===== src/shared/cerr_pkg.sv =====
// Package for the cable echo result register bank.
// Assumes a single management clock and synchronous active-high reset.
package cerr_pkg;

    // ****************************************************************
    // Bus and register map
    // ****************************************************************
    localparam int unsigned CERR_ADDR_W = 11;
    localparam int unsigned CERR_DATA_W = 32;
    localparam int unsigned CERR_NUM_REGS = 7;
    localparam logic [8:0] CERR_IDX_LOC_D0_C4 = 9'h197;
    localparam logic [8:0] CERR_IDX_LOC_D2_D1 = 9'h198;
    localparam logic [8:0] CERR_IDX_LOC_D4_D3 = 9'h199;
    localparam logic [8:0] CERR_IDX_AMP_A1_A0 = 9'h19a;
    localparam logic [8:0] CERR_IDX_AMP_A3_A2 = 9'h19b;
    localparam logic [8:0] CERR_IDX_AMP_B0_A4 = 9'h19c;
    localparam logic [8:0] CERR_IDX_AMP_B2_B1 = 9'h19d;
    localparam logic [8:0] CERR_IDX_FIRST = CERR_IDX_LOC_D0_C4;
    // Own control/status register, outside the documented bank
    localparam logic [8:0] CERR_IDX_CTRL = 9'h1c0;
    localparam logic [15:0] CERR_REG_RESET = 16'h0000;
    localparam logic [31:0] CERR_UNMAPPED_DATA = 32'h0000_0000;
    localparam logic [1:0] CERR_RESP_OK = 2'h0;
    localparam logic [1:0] CERR_RESP_DECERR = 2'h3;

    // ****************************************************************
    // Field layout
    // ****************************************************************
    localparam int unsigned CERR_LOC_W = 8;
    localparam int unsigned CERR_AMP_W = 7;
    localparam int unsigned CERR_HI_LSB = 8;
    localparam int unsigned CERR_NUM_LOC = 6;
    localparam int unsigned CERR_NUM_AMP = 8;
    localparam int unsigned CERR_CTRL_HOLD_BIT = 0;
    localparam int unsigned CERR_STAT_VALID_BIT = 8;
    localparam int unsigned CERR_STAT_BLOCKED_BIT = 9;

    typedef logic [CERR_LOC_W-1:0] cerr_loc_t;
    typedef logic [CERR_AMP_W-1:0] cerr_amp_t;

    // Results delivered by the measurement engine, in register order
    typedef struct packed {
        cerr_loc_t [CERR_NUM_LOC-1:0] loc;
        cerr_amp_t [CERR_NUM_AMP-1:0] amp;
    } cerr_result_t;

    typedef struct packed {
        logic [CERR_ADDR_W-1:0] address;
        logic read;
        logic write;
        logic [CERR_DATA_W-1:0] writedata;
        logic [3:0] byteenable;
    } cerr_av_req_t;

    typedef struct packed {
        logic [CERR_DATA_W-1:0] readdata;
        logic readdatavalid;
        logic waitrequest;
        logic [1:0] response;
    } cerr_av_rsp_t;

    typedef enum logic [1:0] {
        CERR_BUS_IDLE,
        CERR_BUS_ANSWER
    } cerr_bus_state_t;

endpackage : cerr_pkg


===== src/verilog/cerr_result_store.sv =====
// Result store: snapshot of all echo fields, loaded in one cycle.
// Assumes the load strobe comes from the owning bank.
`timescale 1ns/1ns
module cerr_result_store
    import cerr_pkg::*;
(
    // Clock and reset
    input wire logic clock_i,
    input wire logic srst_i,
    // Load side
    input wire logic load_i,
    input wire cerr_result_t result_i,
    // Stored results
    output cerr_result_t stored_o,
    output logic valid_o
);

    typedef struct packed {
        cerr_result_t res;
        logic valid;
    } cerr_store_state_t;

    cerr_store_state_t state_q;
    cerr_store_state_t state_d;

    always_comb begin
        state_d = state_q;
        if (load_i) begin
            state_d.res = result_i;
            state_d.valid = 1'b1;
        end
    end

    always_ff @(posedge clock_i) begin
        if (srst_i) begin
            state_q <= '0;
        end else begin
            state_q <= state_d;
        end
    end

    assign stored_o = state_q.res;
    assign valid_o = state_q.valid;

endmodule : cerr_result_store


===== src/verilog/cerr_word_map.sv =====
// Word map: places stored fields into 16-bit result words.
// Assumes the stored fields are in register order.
`timescale 1ns/1ns
module cerr_word_map
    import cerr_pkg::*;
(
    // Stored fields
    input wire cerr_result_t stored_i,
    // Result words, index 0 at the first offset
    output logic [CERR_NUM_REGS-1:0][15:0] words_o
);

    // ****************************************************************
    // Location words: upper byte the later echo
    // ****************************************************************
    genvar gi;
    generate
        for (gi = 0; gi < CERR_NUM_LOC / 2; gi++) begin : g_loc
            assign words_o[gi] = {stored_i.loc[2*gi+1], stored_i.loc[2*gi]};
        end
        for (gi = 0; gi < CERR_NUM_AMP / 2; gi++) begin : g_amp
            // Reserved bits 15 and 7 fixed at zero
            assign words_o[CERR_NUM_LOC/2+gi] = {1'b0, stored_i.amp[2*gi+1],
                                                 1'b0, stored_i.amp[2*gi]};
        end
    endgenerate

endmodule : cerr_word_map


===== src/verilog/cerr_result_bank.sv =====
// Cable echo result register bank on an Avalon-MM slave.
// Assumes all inputs synchronous to clock_i; one read answer per request.
//
// Local design decision: register access over Avalon-MM.
`timescale 1ns/1ns
module cerr_result_bank
    import cerr_pkg::*;
(
    // Clock and reset
    input wire logic clock_i,
    input wire logic srst_i,
    // Avalon-MM slave, byte address
    input wire logic [CERR_ADDR_W-1:0] avs_address_i,
    input wire logic avs_read_i,
    input wire logic avs_write_i,
    input wire logic [CERR_DATA_W-1:0] avs_writedata_i,
    input wire logic [3:0] avs_byteenable_i,
    output logic [CERR_DATA_W-1:0] avs_readdata_o,
    output logic avs_waitrequest_o,
    output logic [1:0] avs_response_o,
    // Measurement engine
    input wire logic meas_done_i,
    input wire logic [CERR_LOC_W-1:0] echo_distance_chc_fifth_i,
    input wire logic [CERR_LOC_W-1:0] echo_distance_chd_first_i,
    input wire logic [CERR_LOC_W-1:0] echo_distance_chd_second_i,
    input wire logic [CERR_LOC_W-1:0] echo_distance_chd_third_i,
    input wire logic [CERR_LOC_W-1:0] echo_distance_chd_fourth_i,
    input wire logic [CERR_LOC_W-1:0] echo_distance_chd_fifth_i,
    input wire logic [CERR_AMP_W-1:0] echo_strength_cha_first_i,
    input wire logic [CERR_AMP_W-1:0] echo_strength_cha_second_i,
    input wire logic [CERR_AMP_W-1:0] echo_strength_cha_third_i,
    input wire logic [CERR_AMP_W-1:0] echo_strength_cha_fourth_i,
    input wire logic [CERR_AMP_W-1:0] echo_strength_cha_fifth_i,
    input wire logic [CERR_AMP_W-1:0] echo_strength_chb_first_i,
    input wire logic [CERR_AMP_W-1:0] echo_strength_chb_second_i,
    input wire logic [CERR_AMP_W-1:0] echo_strength_chb_third_i,
    // Status
    output logic results_valid_o
);

    // ****************************************************************
    // State
    // ****************************************************************
    typedef struct packed {
        cerr_bus_state_t bus;
        logic [CERR_DATA_W-1:0] rdata;
        logic [1:0] resp;
        logic hold;
        logic blocked;
    } cerr_bank_state_t;

    cerr_bank_state_t state_q;
    cerr_bank_state_t state_d;

    cerr_result_t result_in;
    cerr_result_t stored;
    cerr_av_req_t req;
    logic [CERR_NUM_REGS-1:0][15:0] words;
    logic load;
    logic store_valid;
    logic [8:0] idx;
    logic word_aligned;
    logic [8:0] rel;

    // ****************************************************************
    // Result capture
    // ****************************************************************
    always_comb begin
        result_in.loc[0] = echo_distance_chc_fifth_i;
        result_in.loc[1] = echo_distance_chd_first_i;
        result_in.loc[2] = echo_distance_chd_second_i;
        result_in.loc[3] = echo_distance_chd_third_i;
        result_in.loc[4] = echo_distance_chd_fourth_i;
        result_in.loc[5] = echo_distance_chd_fifth_i;
        result_in.amp[0] = echo_strength_cha_first_i;
        result_in.amp[1] = echo_strength_cha_second_i;
        result_in.amp[2] = echo_strength_cha_third_i;
        result_in.amp[3] = echo_strength_cha_fourth_i;
        result_in.amp[4] = echo_strength_cha_fifth_i;
        result_in.amp[5] = echo_strength_chb_first_i;
        result_in.amp[6] = echo_strength_chb_second_i;
        result_in.amp[7] = echo_strength_chb_third_i;
    end

    // Whole set loads at once unless software freezes it
    assign load = meas_done_i && !state_q.hold;

    cerr_result_store u_store (
        .clock_i(clock_i),
        .srst_i(srst_i),
        .load_i(load),
        .result_i(result_in),
        .stored_o(stored),
        .valid_o(store_valid)
    );

    cerr_word_map u_map (
        .stored_i(stored),
        .words_o(words)
    );

    // ****************************************************************
    // Bus decode
    // ****************************************************************
    always_comb begin
        req.address = avs_address_i;
        req.read = avs_read_i;
        req.write = avs_write_i;
        req.writedata = avs_writedata_i;
        req.byteenable = avs_byteenable_i;
    end

    assign idx = req.address[CERR_ADDR_W-1:2];
    assign word_aligned = (req.address[1:0] == 2'h0);
    assign rel = idx - CERR_IDX_FIRST;

    always_comb begin
        state_d = state_q;
        case (state_q.bus)
            CERR_BUS_IDLE: begin
                if (req.read || req.write) begin
                    state_d.bus = CERR_BUS_ANSWER;
                    state_d.rdata = CERR_UNMAPPED_DATA;
                    state_d.resp = CERR_RESP_OK;
                    if (!word_aligned) begin
                        state_d.resp = CERR_RESP_DECERR;
                    end else if (idx >= CERR_IDX_FIRST &&
                                 idx < CERR_IDX_FIRST + 9'(CERR_NUM_REGS)) begin
                        // Result words are read-only; writes are dropped
                        if (req.read) begin
                            state_d.rdata = {16'h0000, words[rel[2:0]]};
                        end
                    end else if (idx == CERR_IDX_CTRL) begin
                        if (req.read) begin
                            state_d.rdata[CERR_CTRL_HOLD_BIT] = state_q.hold;
                            state_d.rdata[CERR_STAT_VALID_BIT] = store_valid;
                            state_d.rdata[CERR_STAT_BLOCKED_BIT] = state_q.blocked;
                        end
                    end else begin
                        state_d.resp = CERR_RESP_DECERR;
                    end
                end
            end
            CERR_BUS_ANSWER: begin
                state_d.bus = CERR_BUS_IDLE;
                // Control write commits at the edge that accepts it
                if (req.write && word_aligned && idx == CERR_IDX_CTRL) begin
                    if (req.byteenable[0]) begin
                        state_d.hold = req.writedata[CERR_CTRL_HOLD_BIT];
                    end
                    // Writing 1 to the blocked bit clears it
                    if (req.byteenable[1] && req.writedata[CERR_STAT_BLOCKED_BIT]) begin
                        state_d.blocked = 1'b0;
                    end
                end
            end
            default: begin
                state_d.bus = CERR_BUS_IDLE;
            end
        endcase
        // Dropped completion while frozen; set wins over clear
        if (meas_done_i && state_q.hold) begin
            state_d.blocked = 1'b1;
        end
    end

    always_ff @(posedge clock_i) begin
        if (srst_i) begin
            state_q <= '0;
        end else begin
            state_q <= state_d;
        end
    end

    // ****************************************************************
    // Outputs
    // ****************************************************************
    assign avs_waitrequest_o = (avs_read_i || avs_write_i) && (state_q.bus != CERR_BUS_ANSWER);
    assign avs_readdata_o = state_q.rdata;
    assign avs_response_o = state_q.resp;
    assign results_valid_o = store_valid;

endmodule : cerr_result_bank


===== config.mk =====
export PLATFORM = sky130hd
export DESIGN_NAME = cerr_result_bank
export DESIGN_NICKNAME = d
export VERILOG_FILES = /design/src/shared/cerr_pkg.sv /design/src/verilog/cerr_result_store.sv /design/src/verilog/cerr_word_map.sv /design/src/verilog/cerr_result_bank.sv
export SDC_FILE = /design/constraint.sdc
export NUM_CORES = 1
export LEC_CHECK = 0
export ABC_AREA = 1
export BUFFER_PORTS_ARGS = -buffer_cell sky130_fd_sc_hd__clkbuf_2
export CAP_MARGIN = 10
export CORE_MARGIN = 1
export CORE_UTILIZATION = 30
export CTS_BUF_LIST = sky130_fd_sc_hd__clkbuf_8
export DETAILED_ROUTE_END_ITERATION = 6
export SYNTH_ARGS = -nofsm -noshare
export SYNTH_HDL_FRONTEND = slang
export SYNTH_SLANG_ARGS = --single-unit

===== constraint.sdc =====
create_clock -name clock_i -period 2.8 [get_ports clock_i]
set_input_delay 0.28 -clock clock_i [delete_from_list [all_inputs] [get_ports clock_i]]
set_output_delay 0.28 -clock clock_i [all_outputs]
set_load 0.01 [all_outputs]

Word level (Yosys, flattened, before mapping)
Cells that the tools add are included.
W data, S select, Z words.
{"block": "op_classes", "n_eq_ne": 1, "add_sub_neg": 1, "mux": 19, "bitwise": 2, "n_lt_le_gt_ge": 3, "reduce_logical": 18}
{"op": "$bmux W16 S3", "count": 1}
{"op": "$mux W16", "count": 2}
{"op": "$mux W32", "count": 1}
{"op": "$mux W22", "count": 1}
{"op": "$mux W2", "count": 6}
{"op": "$eq A9 B9 Y1 const B", "count": 1}
{"op": "$ge A9 B9 Y1 const B", "count": 1}
{"op": "$lt A9 B9 Y1 const B", "count": 1}
{"op": "$logic_and A1 B1 Y1", "count": 7}
{"op": "$mux W1", "count": 7}
{"op": "$mux W7", "count": 1}
{"op": "$reduce_and A3 Y1", "count": 2}
{"op": "$reduce_bool A2 Y1", "count": 3}
{"op": "$logic_not A2 Y1", "count": 2}
{"op": "$lt A3 B4 Y1 const B", "count": 1}
{"op": "$sub A3 B3 Y3 const B", "count": 1}
{"op": "$not A1 Y1", "count": 2}
{"op": "$reduce_and A2 Y1", "count": 1}
{"op": "$reduce_or A2 Y1", "count": 1}
{"op": "$logic_not A1 Y1", "count": 1}
{"op": "$logic_or A1 B1 Y1", "count": 1}
{"block": "totals", "out_inout_bits": 36, "regBits": 142, "in_bits": 156, "wordCells": 64}

Logic depth before layout (Yosys ltp)
{"block": "depth", "depth_word": 6, "depth_mapped": 14, "depth_no_buf": 10}

Cells and area by module
A second synthesis with hierarchy kept.
{"block": "hier_totals", "hier_cells": 1193, "hier_area_um2": 7390.8}
{"mod": "cerr_result_store", "instances": 1, "seq_area_each_um2": 2102.0, "cells_per_inst": 662, "area_per_inst_um2": 4244.1}
{"mod": "cerr_result_bank", "instances": 1, "seq_area_each_um2": 400.4, "cells_per_inst": 418, "area_per_inst_um2": 2302.2}
{"mod": "cerr_word_map", "instances": 1, "seq_area_each_um2": 0.0, "cells_per_inst": 113, "area_per_inst_um2": 844.6}

Least setup slack after synthesis
Ideal clock, no wire load.
{"block": "synth_timing", "path_type": "input -> register", "start": "input avs_address_i[2]", "end": "register state_q (netlist bit avs_readdata_o[10])", "required_time_ps": 2729, "cell_stages": 13, "setup_ps": 71, "n_path_buf": 4, "arrival_ps": 1674, "setup_slack_ps": 1056, "path_cell_list": "inv_2 -> buf_6 -> buf_2 -> ha_1 -> buf_4 -> inv_2 -> buf_4 -> o21ai_0 -> o21ai_0 -> nand2_1 -> nand2_1 -> nand2_1 -> a21oi_1"}
{"block": "synth_via", "elab_chain_cells": 6, "elab_cells_between_ends": 9, "classes_between": "add/sub: 1; order compare: 2; mux: 5; reduce/logical: 1"}
{"item": "start, declared", "line_no": "cerr_result_bank.sv:13", "text": "input wire logic [CERR_ADDR_W-1:0] avs_address_i,"}
{"item": "$sub A3 B3 Y3", "line_no": "cerr_result_bank.sv:115", "text": "assign rel = idx - CERR_IDX_FIRST;"}
{"item": "$bmux W16 S3", "line_no": "cerr_result_bank.sv:131", "text": "state_d.rdata = {16'h0000, words[rel[2:0]]};"}
{"item": "$mux W16 (implied by the code)", "line_no": "cerr_result_bank.sv:131"}
{"item": "$mux W16", "line_no": "cerr_result_bank.sv:130", "text": "if (req.read) begin"}
{"item": "$mux W22 (*)", "line_no": "cerr_result_bank.sv:127", "text": "end else if (idx >= CERR_IDX_FIRST &&"}
{"item": "$mux W32 (*)", "line_no": "cerr_result_bank.sv:125", "text": "if (!word_aligned) begin"}
{"item": "end signal, assigned", "line_no": "cerr_result_bank.sv:171", "text": "state_q <= state_d;"}
{"item": "end, declared", "line_no": "cerr_result_bank.sv:52", "text": "cerr_bank_state_t state_q;"}
Mark *: on every way between the ends. The rest lies on a longest branch, timed or not. The select of a mux whose other input is x is not followed.
A chain may end at the register's enable or synchronous reset.

Worst setup path after layout
{"block": "layout_timing", "start": "input avs_address_i[2]", "end": "register state_q (netlist bit avs_readdata_o[11])"}
Same word-level chain as after synthesis.

==> metrics.txt <==
status finished, final reports clean; Chip Height 141.1 um; count of placed standard cells including taps 1,176; post-detailed-route DRC marker count 0; Placeable Area 0.01883 mm2; DR pass1 iterations 7; flop and latch count out of synthesis 125; clk sink count 125; H-tree depth 4; number of buffers on the longest clock path 2; total detailed-routing wirelength 16,320 um; post-cts resize count 0; depth of the most critical reg-to-reg path 6; PnR worst setup slack 0.9780 ns; # rows 50; cell depth of the worst hold path 3; Worst EP required 3.16 ns; drt initial violations 291; number of antenna violations at the first check in global routing 2; Fin Clk Skew 0.01311 ns; Total Negative Setup Slacks 0 ns; Buffers on Ports 143; routed length per placed instance 13.50 um; Chip Width 141.1 um; # Max-Cap Violations 0; total of hold buffers inserted after clock tree synthesis 0; vias 5,361; clock insertion delay at the later pin of the skew report 0.44 ns; Cell variety after synth 25; Worst Path Class, Setup in2reg; peak ir drop on the vdd network 0.2648 mV; unrepaired setup endpoints after global routing no; slew at the pin with the worst max-slew slack 0.7556 ns; Global Route Usage Sum 17.13%; endpoint class of the critical path register; via density per instance 4.434; final weighted congestion in routability-driven placement 0.7946; HPWL after detailed placement 11,700 um; Cell Pwr Density 593.0 mW/mm2; Post-CTS Setup Repair Bufs 0; Post-Synthesis Cells 840; start point of the worst min-delay path echo_strength_cha_second_i[2]; class of the tightest hold or removal check in2reg; portion of the post-synthesis area used by sequential elements 43.11%; cell at the root of the clock tree sky130_fd_sc_hd__clkbuf_8; wire length of the first global-routing pass 25,880 um; end point of the most critical hold path u_store.stored_o[9]; number of cells in the finished layout apart from fillers 1,209; Data arrival, critical path 2.19 ns; Final Hold Viols 0; count of nets left with antenna violations after detail routing 0; Yosys Warn Count 0; CTS buffer count 17; crit path launch type input pin; Ports 192; Relative slew margins 49.62%; initial core utilization 30.82%; Lkg Pwr 3.111 nW; start of the worst register-to-register path state_q[1]; die outline area 0.01991 mm2; fraction of final layout cells sized beyond drive strength 1 20.36%; sum of overflow across all layers after global routing 0; Reg-to-Reg End u_store.stored_o[85]; final net count 1,093; mean area per synthesized cell 6.910 um2; crit-path max FO 24; setup slack, reg-to-reg 1.13 ns; Placement Setup Slack 0.5634 ns; Syn Std Cell Area 0.005804 mm2; share of the cycle needed by the critical path after routing 65.07%; number of max-slew violations in the final report 0; final setup vio count 0; min cycle time layout 1.822 ns; largest net degree at the start of global routing 105; vias in the first global route 4,918; CTS clk-pin slew, worst paths 0.08 ns; CTS tree done; Max Freq 548.8 MHz; signed area change from the synthesized netlist to the final layout 17.85%
worst max-delay path, cell delays in order:
cell and delay [ns]:
sky130_fd_sc_hd__clkbuf_2 0.13, sky130_fd_sc_hd__inv_2 0.05, sky130_fd_sc_hd__ha_1 0.49, sky130_fd_sc_hd__inv_2 0.45, sky130_fd_sc_hd__o21ai_0 0.16, sky130_fd_sc_hd__o21ai_1 0.25, sky130_fd_sc_hd__nand2_1 0.09, sky130_fd_sc_hd__nand2_1 0.12
sky130_fd_sc_hd__nand2_1 0.06, sky130_fd_sc_hd__a21oi_1 0.11
routing by layer:
metal  vias to the layer above  global-route usage, %  share of wire [%]
li1                       2839                      -                  -
met1                      2380                  23.07                 48
met5                         -                      0              0.080
met4                         2                  4.805               0.42
met3                         7                  4.857                6.5
met2                       133                  26.58                 45
where the power goes:
group | switching (mW) | total (mW) | internal, mW
Sequential | 0.0496 | 1.94 | 1.89
Combinational | 0.373 | 0.583 | 0.210
Clock | 0.708 | 1.53 | 0.825
Total | 1.13 | 4.06 | 2.93
cell usage after synthesis:
master | instances | area [um2]
sky130_fd_sc_hd__nor2_1 | 182 | 683.2
sky130_fd_sc_hd__o21ai_0 | 132 | 660.6
sky130_fd_sc_hd__nand2_1 | 126 | 473.0
sky130_fd_sc_hd__dfxtp_1 | 125 | 2502
sky130_fd_sc_hd__a21oi_1 | 64 | 320.3
sky130_fd_sc_hd__inv_1 | 50 | 187.7
sky130_fd_sc_hd__buf_4 | 43 | 322.8
sky130_fd_sc_hd__clkbuf_1 | 30 | 112.6
sky130_fd_sc_hd__nand3_1 | 29 | 145.1
sky130_fd_sc_hd__o21ai_1 | 15 | 75.07
sky130_fd_sc_hd__buf_2 | 14 | 70.07
sky130_fd_sc_hd__o211ai_1 | 6 | 45.04
sky130_fd_sc_hd__buf_6 | 4 | 45.04
sky130_fd_sc_hd__inv_2 | 3 | 11.26
sky130_fd_sc_hd__nand3b_1 | 3 | 22.52
sky130_fd_sc_hd__a22oi_1 | 2 | 15.01
sky130_fd_sc_hd__ha_1 | 2 | 25.02
sky130_fd_sc_hd__nand2_2 | 2 | 12.51
sky130_fd_sc_hd__nor2_4 | 2 | 22.52
sky130_fd_sc_hd__a211oi_1 | 1 | 7.510
sky130_fd_sc_hd__and2_1 | 1 | 6.260
sky130_fd_sc_hd__conb_1 | 1 | 3.750
sky130_fd_sc_hd__nand3_2 | 1 | 10.01
sky130_fd_sc_hd__nand4_1 | 1 | 6.260
sky130_fd_sc_hd__o21bai_4 | 1 | 18.77
cell families (layout without fill, tap and decap cells):
group                      Yosys count  after routing  share of synthesized area (%)
buffers and inverters              144            237                          12.91
and+or+nand+nor                    347            347                          23.80
adders and majority gates            2              2                         0.4311
AOI/OAI and AO/OA                  221            221                          19.68
DFF                                125            125                          43.11
other                                1             17                        0.06461
per-stage QoR:
| step | hold slack, ns | power (mW) | area [um2] | utilization, % |
|---|---|---|---|---|
| floorplan | 0.4205 | 2.369 | 5861 | - |
| global placement | 0.4324 | 2.560 | 6451 | 34.26 |
| detailed placement | 0.4364 | 2.568 | 6451 | 34.26 |
| CTS | 0.04887 | 4.126 | 6838 | 36.31 |
| global route | 0.07421 | 4.298 | 6838 | 36.31 |
| finish | 0.09689 | 4.057 | 6840 | 36.33 |
layout make-up:
class / instances / area (um2)
clock buffer: 19 / 261.5
multi-input combinational: 586 / 2616
inverter: 53 / 198.9
antenna: 1 / 2.502
fill: 2084 / 11990
timing repair buffer: 152 / 808.3
clock inverter: 13 / 125.1
sequential: 125 / 2502
tap: 260 / 325.3
state kept, by name (all words and copies together) (netlist names):
name / count
u_store.valid_o: 1
u_store.stored_o: 104
avs_readdata_o: 16
state_q: 3
avs_response_o: 1
worst max path at each step:
stage | to | cells after the start | slack (ns) | startpoint
after global routing | avs_readdata_o[11] | 11 | 0.80 | avs_address_i[2]
after floorplan | avs_readdata_o[10] | 13 | 1.06 | avs_address_i[2]
after detailed placement | avs_readdata_o[11] | 10 | 0.56 | avs_address_i[2]
final | avs_readdata_o[11] | 10 | 0.98 | avs_address_i[2]
after CTS | avs_readdata_o[11] | 10 | 1.04 | avs_address_i[2]
after global placement | avs_readdata_o[11] | 10 | 0.58 | avs_address_i[2]
layout by cell type, fill, tap and decap left out, types with 6 or more instances in the layout:
cell type                  instances
sky130_fd_sc_hd__o21ai_0         132
sky130_fd_sc_hd__dfxtp_1         125
sky130_fd_sc_hd__a21oi_1          64
sky130_fd_sc_hd__clkbuf_8         19
sky130_fd_sc_hd__clkbuf_2        143
sky130_fd_sc_hd__buf_4             7
sky130_fd_sc_hd__inv_1            51
sky130_fd_sc_hd__o211ai_1          6
sky130_fd_sc_hd__nand2_1         125
sky130_fd_sc_hd__o21ai_1          15
sky130_fd_sc_hd__nor2_1          182
sky130_fd_sc_hd__conb_1           16
sky130_fd_sc_hd__nand3_1          29
Note: power is estimated with default switching activity, not from simulation.
